## config.mk

```make
export PLATFORM = sky130hd
export DESIGN_NAME = frmx_exec
export DESIGN_NICKNAME = d
export VERILOG_FILES = /design/src/verilog/frmx_pkg.sv /design/src/verilog/frmx_file_mem.sv /design/src/verilog/frmx_exec.sv
export SDC_FILE = /design/constraint.sdc
export NUM_CORES = 2
export LEC_CHECK = 0
export BUFFER_PORTS_ARGS = -buffer_cell sky130_fd_sc_hd__buf_2
export CAP_MARGIN = 10
export CORE_MARGIN = 2
export CORE_UTILIZATION = 40
export CTS_BUF_LIST = sky130_fd_sc_hd__clkbuf_8
export CTS_CLUSTER_SIZE = 12
export DETAILED_ROUTE_END_ITERATION = 12
export GPL_ROUTABILITY_DRIVEN = 0
export HOLD_SLACK_MARGIN = 0.06
export PLACE_DENSITY = 0.6
export SLEW_MARGIN = 10
export SYNTH_ARGS = -nofsm -noshare
export SYNTH_HDL_FRONTEND = slang
export SYNTH_SLANG_ARGS = --single-unit
export TNS_END_PERCENT = 50
```

## constraint.sdc

```tcl
create_clock -name clk_sys -period 5.95 [get_ports clk_sys]
set_clock_uncertainty 0.1 [all_clocks]
set_input_delay 0.8925 -clock clk_sys [delete_from_list [all_inputs] [get_ports clk_sys]]
set_output_delay 0.8925 -clock clk_sys [all_outputs]
set_load 0.05 [all_outputs]
```

## src/verilog/frmx_pkg.sv

```systemverilog
package frmx_pkg;
    // instruction word layout
    localparam int OP_W = 14;
    localparam int ADDR_W = 7;
    localparam int DATA_W = 8;
    localparam int OPC_MSB = 13;
    localparam int OPC_LSB = 8;
    localparam int DEST_BIT = 7;
    localparam logic [5:0] OPC_MOVE_FROM_FILE = 6'h08;
    localparam logic DEST_WORK = 1'b0;
    localparam logic DEST_FILE = 1'b1;
    localparam logic [7:0] DATA_ZERO = 8'h00;
    localparam logic [6:0] ADDR_ZERO = 7'h00;
    localparam int FILE_DEPTH = 128;

    // execute phases: operand read, then destination write
    typedef enum logic [2:0] {
        FRMX_IDLE = 3'b001,
        FRMX_READ = 3'b010,
        FRMX_WRITE = 3'b100
    } frmx_state_e;
endpackage

```

## src/verilog/frmx_file_mem.sv

```systemverilog
`timescale 1ns/1ns
`default_nettype none
module frmx_file_mem
    import frmx_pkg::*;
(
    // clock and reset
    input wire logic clk_sys,
    input wire logic rst_n,
    // read port, data one cycle later
    input wire logic [ADDR_W-1:0] rdAddr,
    output logic [DATA_W-1:0] rdData,
    // write port
    input wire logic wrEn,
    input wire logic [ADDR_W-1:0] wrAddr,
    input wire logic [DATA_W-1:0] wrData
);
    logic [DATA_W-1:0] mem [FILE_DEPTH];
    logic [DATA_W-1:0] rdData_q;

    always_ff @(posedge clk_sys or negedge rst_n) begin
        if (!rst_n) begin
            // known contents after reset: each word holds its own address
            for (int i = 0; i < FILE_DEPTH; i++) begin
                mem[i] <= DATA_W'(i);
            end
        end else if (wrEn) begin
            mem[wrAddr] <= wrData;
        end
    end

    always_ff @(posedge clk_sys or negedge rst_n) begin
        if (!rst_n) begin
            rdData_q <= DATA_ZERO;
        end else begin
            rdData_q <= mem[rdAddr];
        end
    end

    assign rdData = rdData_q;
endmodule // frmx_file_mem
`default_nettype wire

```

## src/verilog/frmx_exec.sv

```systemverilog
// Functional notes
// - move_from_file_op reads addressed file register, delivers value per destination bit.
// - destination bit 0: value goes to working register, file register unchanged.
// - destination bit 1: value written back to same file register, working untouched.
// - zero flag set when moved value is zero, cleared otherwise.
`timescale 1ns/1ns
`default_nettype none
module frmx_exec
    import frmx_pkg::*;
(
    // clock and reset
    input wire logic clk_sys,
    input wire logic rst_n,
    // instruction issue
    input wire logic instValid,
    input wire logic [OP_W-1:0] instWord,
    // results
    output logic [DATA_W-1:0] workReg,
    output logic zeroFlag,
    output logic busy,
    output logic done,
    output logic flush
);
    // ----------------------------------------
    // decode
    // ----------------------------------------
    logic isMove;
    logic [ADDR_W-1:0] instAddr;
    assign isMove = instWord[OPC_MSB:OPC_LSB] == OPC_MOVE_FROM_FILE;
    assign instAddr = instWord[ADDR_W-1:0];

    frmx_state_e state_q, state_d;
    logic [ADDR_W-1:0] addr_q, addr_d;
    logic dest_q, dest_d;
    logic [DATA_W-1:0] work_q, work_d;
    logic zero_q, zero_d;
    logic done_q, done_d;
    logic memWr;
    logic [DATA_W-1:0] memRd;

    // ----------------------------------------
    // file register storage
    // ----------------------------------------
    // read address follows addr_d so the operand is registered before the write phase
    frmx_file_mem u_mem (
        .clk_sys(clk_sys),
        .rst_n(rst_n),
        .rdAddr(addr_d),
        .rdData(memRd),
        .wrEn(memWr),
        .wrAddr(addr_q),
        .wrData(memRd)
    );

    // ----------------------------------------
    // execute sequence
    // ----------------------------------------
    always_comb begin
        state_d = state_q;
        addr_d = addr_q;
        dest_d = dest_q;
        work_d = work_q;
        zero_d = zero_q;
        done_d = 1'b0;
        memWr = 1'b0;
        case (state_q)
            FRMX_IDLE: begin
                if (instValid && isMove) begin
                    addr_d = instAddr;
                    dest_d = instWord[DEST_BIT];
                    state_d = FRMX_READ;
                end
            end
            FRMX_READ: begin
                state_d = FRMX_WRITE;
            end
            FRMX_WRITE: begin
                if (dest_q == DEST_WORK) begin
                    work_d = memRd;
                end else begin
                    // write-back rewrites the word just read
                    memWr = 1'b1;
                end
                zero_d = memRd == DATA_ZERO;
                done_d = 1'b1;
                state_d = FRMX_IDLE;
            end
            default: begin
                state_d = FRMX_IDLE;
            end
        endcase
    end

    always_ff @(posedge clk_sys or negedge rst_n) begin
        if (!rst_n) begin
            state_q <= FRMX_IDLE;
            addr_q <= ADDR_ZERO;
            dest_q <= DEST_WORK;
            work_q <= DATA_ZERO;
            zero_q <= 1'b0;
            done_q <= 1'b0;
        end else begin
            state_q <= state_d;
            addr_q <= addr_d;
            dest_q <= dest_d;
            work_q <= work_d;
            zero_q <= zero_d;
            done_q <= done_d;
        end
    end

    // ----------------------------------------
    // outputs
    // ----------------------------------------
    logic busy_q, busy_d;
    logic flush_q, flush_d;

    // busy follows the next state so it rises with the taking edge
    always_comb begin
        busy_d = state_d != FRMX_IDLE;
        flush_d = 1'b0;
    end

    always_ff @(posedge clk_sys or negedge rst_n) begin
        if (!rst_n) begin
            busy_q <= 1'b0;
            flush_q <= 1'b0;
        end else begin
            busy_q <= busy_d;
            flush_q <= flush_d;
        end
    end

    assign workReg = work_q;
    assign zeroFlag = zero_q;
    assign busy = busy_q;
    assign done = done_q;
    assign flush = flush_q;

    // ----------------------------------------
    // checks: execute sequence, off while reset is low
    // ----------------------------------------
    chk_done_latency: assert property (@(posedge clk_sys) disable iff (!rst_n)
        (state_q == FRMX_IDLE && instValid && isMove) |-> ##3 done)
        else $error("move did not finish in three cycles");
    chk_busy_start: assert property (@(posedge clk_sys) disable iff (!rst_n)
        (state_q == FRMX_IDLE && instValid && isMove) |=> busy)
        else $error("busy did not rise on a taken move");
    chk_busy_bound: assert property (@(posedge clk_sys) disable iff (!rst_n)
        busy ##1 busy |=> !busy)
        else $error("busy stood longer than two cycles");
    chk_busy_state: assert property (@(posedge clk_sys) disable iff (!rst_n)
        busy == (state_q != FRMX_IDLE))
        else $error("busy disagrees with execute state");
    chk_busy_end: assert property (@(posedge clk_sys) disable iff (!rst_n)
        done |-> !busy)
        else $error("busy still high at done");
    chk_done_pulse: assert property (@(posedge clk_sys) disable iff (!rst_n)
        done |=> !done)
        else $error("done longer than one cycle");
    chk_done_write: assert property (@(posedge clk_sys) disable iff (!rst_n)
        done |-> $past(state_q) == FRMX_WRITE)
        else $error("done without a write phase");
    chk_read_step: assert property (@(posedge clk_sys) disable iff (!rst_n)
        state_q == FRMX_READ |=> state_q == FRMX_WRITE)
        else $error("read phase not followed by write phase");
    chk_write_step: assert property (@(posedge clk_sys) disable iff (!rst_n)
        state_q == FRMX_WRITE |=> state_q == FRMX_IDLE)
        else $error("write phase not followed by idle");
    chk_idle_quiet: assert property (@(posedge clk_sys) disable iff (!rst_n)
        (state_q == FRMX_IDLE && !(instValid && isMove)) |=> (!busy && state_q == FRMX_IDLE))
        else $error("execute started without a move");
    chk_refuse_busy: assert property (@(posedge clk_sys) disable iff (!rst_n)
        (state_q != FRMX_IDLE) |=> ($stable(addr_q) && $stable(dest_q)))
        else $error("operand changed during execute");
    chk_mem_addr: assert property (@(posedge clk_sys) disable iff (!rst_n)
        (state_q != FRMX_IDLE) |-> addr_d == addr_q)
        else $error("read address moved during execute");
    chk_write_once: assert property (@(posedge clk_sys) disable iff (!rst_n)
        memWr |=> !memWr)
        else $error("file written twice for one move");

    // ----------------------------------------
    // checks: operand and destination
    // ----------------------------------------
    chk_work_dest: assert property (@(posedge clk_sys) disable iff (!rst_n)
        (state_q == FRMX_WRITE && dest_q == DEST_WORK) |=> workReg == $past(memRd))
        else $error("working register not loaded");
    chk_work_hold: assert property (@(posedge clk_sys) disable iff (!rst_n)
        (state_q == FRMX_WRITE && dest_q == DEST_FILE) |=> $stable(workReg))
        else $error("working register changed on file write-back");
    chk_file_write: assert property (@(posedge clk_sys) disable iff (!rst_n)
        memWr |-> (state_q == FRMX_WRITE && dest_q == DEST_FILE && memRd == $past(memRd)))
        else $error("file write outside write-back or with another value");
    chk_zero_flag: assert property (@(posedge clk_sys) disable iff (!rst_n)
        done |-> zeroFlag == ($past(memRd) == DATA_ZERO))
        else $error("zero flag wrong");
    chk_zero_hold: assert property (@(posedge clk_sys) disable iff (!rst_n)
        !done |-> $stable(zeroFlag))
        else $error("zero flag changed without a move");
    chk_addr_capture: assert property (@(posedge clk_sys) disable iff (!rst_n)
        (state_q == FRMX_IDLE && instValid && isMove) |=> addr_q == $past(instAddr))
        else $error("operand address not captured");
    chk_no_flush: assert property (@(posedge clk_sys) disable iff (!rst_n)
        !flush)
        else $error("flush raised");
    chk_dest_capture: assert property (@(posedge clk_sys) disable iff (!rst_n)
        (state_q == FRMX_IDLE && instValid && isMove) |=> dest_q == $past(instWord[DEST_BIT]))
        else $error("destination bit not captured");

    // working register holds between moves, zero flag matches the moved value
    chk_work_keep: assert property (@(posedge clk_sys) disable iff (!rst_n)
        !done |-> $stable(workReg))
        else $error("working register changed without a move");
    chk_zero_work: assert property (@(posedge clk_sys) disable iff (!rst_n)
        (state_q == FRMX_WRITE && dest_q == DEST_WORK) |=> zeroFlag == (workReg == DATA_ZERO))
        else $error("zero flag disagrees with working register");
    chk_zero_file: assert property (@(posedge clk_sys) disable iff (!rst_n)
        (state_q == FRMX_WRITE && dest_q == DEST_FILE && memRd == DATA_ZERO) |=> zeroFlag)
        else $error("zero test by write-back missed");
    chk_zero_clear: assert property (@(posedge clk_sys) disable iff (!rst_n)
        (state_q == FRMX_WRITE && memRd != DATA_ZERO) |=> !zeroFlag)
        else $error("zero flag set for a nonzero value");
endmodule // frmx_exec
`default_nettype wire

```

Word-level counts from Yosys, hierarchy flattened:

Index checks and enable logic that the tools add are counted.
W data, S select, Z words.

* bits in registers: 1054
* latch bits: 0
* RAM bits: 0
* ROM bits: 0
* bits of input ports: 17
* output and inout bits: 12
* word-level logic and storage cells: 165
* memories kept: 0

* add/subtract/negate cells: 0
* multipliers: 0
* divide/modulo/power cells: 0
* magnitude comparators: 3
* eq/ne operators: 5
* shift operators: 0
* multiplexer cells: 13
* bitwise operators: 3
* reductions and logical operators: 5

Operators with widths (number)
* $bwmux W1024: 1
* $bmux W8 S7: 1
* $demux W8 S7: 1
* $mux W8: 3
* $ge A8 B8 Y1 const B: 2
* $not A7 Y8: 2
* $mux W7: 2
* $logic_not A8 Y1: 1
* $lt A8 B1 Y1 const B: 1
* $eq A6 B4 Y1 const B: 1
* $pmux W3 S2: 1
* $reduce_and A2 Y1: 2
* $eq A3 B1 Y1 const B: 1
* $eq A3 B2 Y1 const B: 1
* $eq A3 B3 Y1 const B: 1
* $mux W1: 3
* $mux W3: 1
* $ne A3 B1 Y1 const B: 1
* $logic_and A1 B1 Y1: 2
* $not A1 Y1: 1

Longest topological paths before layout:

* depth in word-level cells: 8
* depth in mapped cells: 15
* mapped depth without buffers: 10

Cells and area by module:

A second synthesis with hierarchy kept.

* cells, all modules: 2844
* area total of the unflattened synthesis: 48127.4 um^2

Modules (own cells, without submodules)
* frmx_file_mem: times used 1, cells each 2787, area each 47225.3 um^2, sequential area each 26385.3 um^2
* frmx_exec: times used 1, cells each 57, area each 902.1 um^2, sequential area each 551.8 um^2

Worst setup path before layout:

No wires, ideal clock.

* kind: input-to-reg
* start point: input port instWord[8]
* end point: register u_mem.rdData_q[4] (netlist: u_mem.rdData[4])
* arrival time: 3654 ps
* data required time: 5782 ps
* setup slack: 2128 ps
* stages: 10
* buffers on the path: 1
* cells stage by stage: nor4b_2 -> nand3_1 -> inv_1 -> buf_1 -> mux2_2 -> nand3_1 -> a41oi_1 -> or4_1 -> a2111o_1 -> and4bb_1

* longest elaborated chain between the ends: 8

RTL lines
* start, declared: line frmx_exec.sv:16 `input wire logic [OP_W-1:0] instWord,`
* $eq A6 B4 Y1: line frmx_exec.sv:29 `assign isMove = instWord[OPC_MSB:OPC_LSB] == OPC_MOVE_FROM_FILE;`
* $logic_and A1 B1 Y1: line frmx_exec.sv:68 `if (instValid && isMove) begin`
* $mux W7: line frmx_exec.sv:68
* $mux W7: line frmx_exec.sv:66 `case (state_q)`
* $not A7 Y8 (implied by the code): line frmx_file_mem.sv:35 `rdData_q <= mem[rdAddr];`
* $bmux W8 S7: line frmx_file_mem.sv:35
* $mux W8 (implied by the code) (2 in series): line frmx_file_mem.sv:35
* end signal, assigned: line frmx_file_mem.sv:35
* end, declared: line frmx_file_mem.sv:18 `logic [DATA_W-1:0] rdData_q;`

No other way between the ends. The select of a mux whose other input is x is not followed.
A chain may end at the register's enable or synchronous reset.

Worst setup path in the final report:

* start point: register state_q[1]
* end point: register u_mem.rdData_q[4] (netlist: u_mem.rdData[4])

* longest elaborated chain between the ends: 6

RTL lines
* start, declared: line frmx_exec.sv:32 `frmx_state_e state_q, state_d;`
* start signal, assigned: line frmx_exec.sv:103 `state_q <= state_d;`
* $eq A3 B1 Y1: line frmx_exec.sv:66
* $mux W7: line frmx_exec.sv:66
* $not A7 Y8 (implied by the code): line frmx_file_mem.sv:35
* $bmux W8 S7: line frmx_file_mem.sv:35
* $mux W8 (implied by the code) (2 in series): line frmx_file_mem.sv:35

No other way between the ends. The select of a mux whose other input is x is not followed.

==> summary.txt <==
Comb power frac: 17.6%
Max-cap viol count: 0
Busiest grt layer: met2
CTS sink cnt: 1054
Commonest non-fill, non-tap cell in the layout: mux2_2
Antenna violations before repair: 3
Post-CTS sizing: 0
Post-synth EDFFs: 0
R2R cell count: 12
Cell-internal power: 0.0113 W
Total CTS buffers: 179
Reg2reg start: state_q[1]
Synth top area cells: dfrtp_1, dfstp_2, mux2_2, nand2_1, mux2i_1
Critical Path Start: state_q[1]
Synth-to-Final Area Change: 11.7%
DR iter-0 viols: 3075
Seq pwr share: 45.0%
First-pass GRT wire length: 233000 um
Worst path arrival time: 6040 ps
Worst skew pair latency: 880 ps
Pleak: 24.8 nW
Placed Instances: 5504
Setup CP Type: flip-flop to flip-flop
Clock Pin Slew Worst Setup and Hold Paths: 60 ps
Worst rel slew slack: 17.7%
# H-tree levels: 4
Via/cell ratio: 5.91
Clock share of power: 37.4%
Worst setup SP type: flip-flop
Io pins: 29
Status: finished clean
Crit-path max cell delay: 910 ps
Clock Tree Root: clkbuf_8
Antenna Nets Post-Route: 0
Worst path most repeated cell: buf_12
Fraction of layout cells with a size suffix above 1: 45.6%
Syn Nets: 4041
CTS tree: done
Routed WL: 154000 um
Seq/Total Area, Yosys: 54.3%
R2R Setup Slk: 610 ps
Post-DP HPWL: 96400 um
Switching share of power: 34.7%
Total congestion overflow: 0
Pins over their slew limit: 0
Synthesized flop and latch total: 1054
Sw power: 0.00600 W
Final setup viols: 0
Die width: 356 um
GRT met2 Usage: 36.0%
Met1 usage: 35.0%
Peak supply drop: 0.000272 V
Fillers: 11500
Syn avg cell area: 12.3 um^2
Placed Area: 0.0518 mm^2
Design Area, Final: 0.0554 mm^2
Vias in the first global route: 34700
Pwr Density: 312 mW/mm^2
CP required: 6650 ps
Hold WC Path Type: input port to flip-flop
Worst-path fanout max: 117
CP endpoint: u_mem.rdData[4]
CORE AREA: 0.123 mm^2
Library cells used by synthesis: 68
Non-Filler Instances: 5845
DIE HEIGHT: 356 um
Die Area: 0.127 mm^2
Crit end category: flip-flop
Commonest non-fill, non-tap cells in the layout: mux2_2, dfrtp_1, nand2_1, dfstp_2, clkbuf_8
Pre-antenna DRT Iters: 7
Final hold violation count: 0
Yosys Warn Count: 0
Post-synth top area share: 30.5%
Vias: 34500
Row Count: 129
Max frequency: 187 MHz
Worst Tran Pin Value: 1230 ps
Starting density of the core: 40.2%
Main synth FF type: dfrtp_1
Final Cycle Share: 89.7%
# nets final: 4066
Max Root-Sink Buffers: 3
Post-synthesis cell area: 0.0496 mm^2
Largest net degree at the start of global routing: 138
Minimum clock period: 5340 ps
Most area-hungry cell type in the Yosys netlist: dfrtp_1
Wire length per cell: 26.4 um
Hold_ws: 119 ps
RSZ-0062 raised after global routing: false
Async SR Flop Fraction: 100%
PortBufs: 27
Setup TNS: 0 ps
Worst path slowest cell: o41ai_1
FF-to-FF End: u_mem.rdData[4]
Syn Inst Count: 4024
Critical path, cell by cell: nor4b_4, and4_1, nor2_4, inv_8, buf_12, buf_12, nand2_1, a32oi_1, a31oi_1, o41ai_1, buf_4, and4bb_1
Gr usage total: 24.3%
DRC Markers: 0
Met3 usage: 4.84%
==> cell usage after synthesis (9+ instances only) <==
| master | count |
|---|---|
| mux2_2 | 1045 |
| dfrtp_1 | 605 |
| nand2_1 | 582 |
| dfstp_2 | 449 |
| clkbuf_1 | 215 |
| mux2i_1 | 160 |
| nand3_1 | 129 |
| a32oi_1 | 96 |
| nor2_1 | 91 |
| a211oi_1 | 90 |
| and3_1 | 83 |
| a21oi_1 | 68 |
| a31oi_1 | 62 |
| buf_2 | 59 |
| a211o_1 | 22 |
| o21ai_0 | 22 |
| nor4_1 | 17 |
| nor3_1 | 16 |
| buf_1 | 14 |
| nand2b_1 | 14 |
| o31ai_1 | 13 |
| a2111oi_0 | 12 |
| o22ai_1 | 12 |
| o41ai_1 | 12 |
| a32o_1 | 10 |
| inv_1 | 9 |
==> critical path: cells and delay by family, from the launching register on <==
kind | cells | cell delay [ps]
AOI/OAI and AO/OA | 3 | 1350
buffers and inverters | 4 | 1460
DFF | 1 | 500
and+or+nand+nor | 5 | 1640
==> flip-flops by register name (all words and copies together) (netlist names) <==
signal / cells
u_mem.mem: 1024
u_mem.rdData: 8
workReg: 8
addr_q: 7
state_q: 3
busy: 1
dest_q: 1
done: 1
zeroFlag: 1
==> through the flow <==
step	setup slack, ps	power [W]	utilization [%]
floorplan	2130	0.00923	-
global placement	329	0.0109	42.0
detailed placement	325	0.0109	42.0
CTS	720	0.0173	44.9
global route	409	0.0179	44.9
finish	614	0.0173	44.9
==> layer usage <==
| layer | wire length, um | up-vias |
|---|---|---|
| met5 | 12 | - |
| met4 | 5280 | 2 |
| met3 | 10700 | 306 |
| met2 | 67800 | 1216 |
| met1 | 70200 | 18200 |
| li1 | - | 14800 |
==> final cells by class <==
cell class,instances,area [um^2],share of cell area [%]
Sequential cell,1054,27000,48.7
Multi-Input combinational cell,2663,21500,38.9
Clock buffer,218,3000,5.42
Tap cell,1637,2050,3.70
Timing Repair Buffer,137,1160,2.10
Clock inverter,120,572,1.03
Inverter,14,65.1,0.118
Antenna cell,2,5.00,0.00904
==> timing repair <==
action,4_1_cts,5_1_grt
setup endpoints to repair,0,0
hold buffers,1,0
endpoints found under the hold margin,35,0
setup buffers,0,0
==> power by group through the flow <==
stage          registers, W  clock network [W]  logic (W)
2_1_floorplan       0.00736                  0    0.00187
3_3_place_gp        0.00789                  0    0.00301
3_5_place_dp        0.00789                  0    0.00299
4_1_cts             0.00777            0.00658    0.00300
5_1_grt             0.00780            0.00690    0.00317
6_report            0.00777            0.00646    0.00305
==> cell families (layout without fill, tap and decap cells) <==
group | Yosys count | after routing | share of synthesized area, %
AOI/OAI and AO/OA | 487 | 487 | 7.38
buffers and inverters | 307 | 489 | 2.52
DFF | 1054 | 1054 | 54.3
muxes | 1207 | 1207 | 27.1
other | 1 | 3 | 0.00757
and+or+nand+nor | 968 | 968 | 8.68
==> how the worst min path moves through the flow <==
stage	from	endpoint	slack, ps	cells past startpoint
6_report	instWord[7]	dest_q	120	3
2_1_floorplan	u_mem.mem[113]	u_mem.mem[113]	370	1
5_1_grt	instWord[7]	dest_q	110	3
3_5_place_dp	u_mem.mem[113]	u_mem.mem[113]	390	1
3_3_place_gp	u_mem.mem[17]	u_mem.mem[17]	380	1
4_1_cts	instWord[7]	dest_q	70	3
Power figures use the tool's default switching activity.
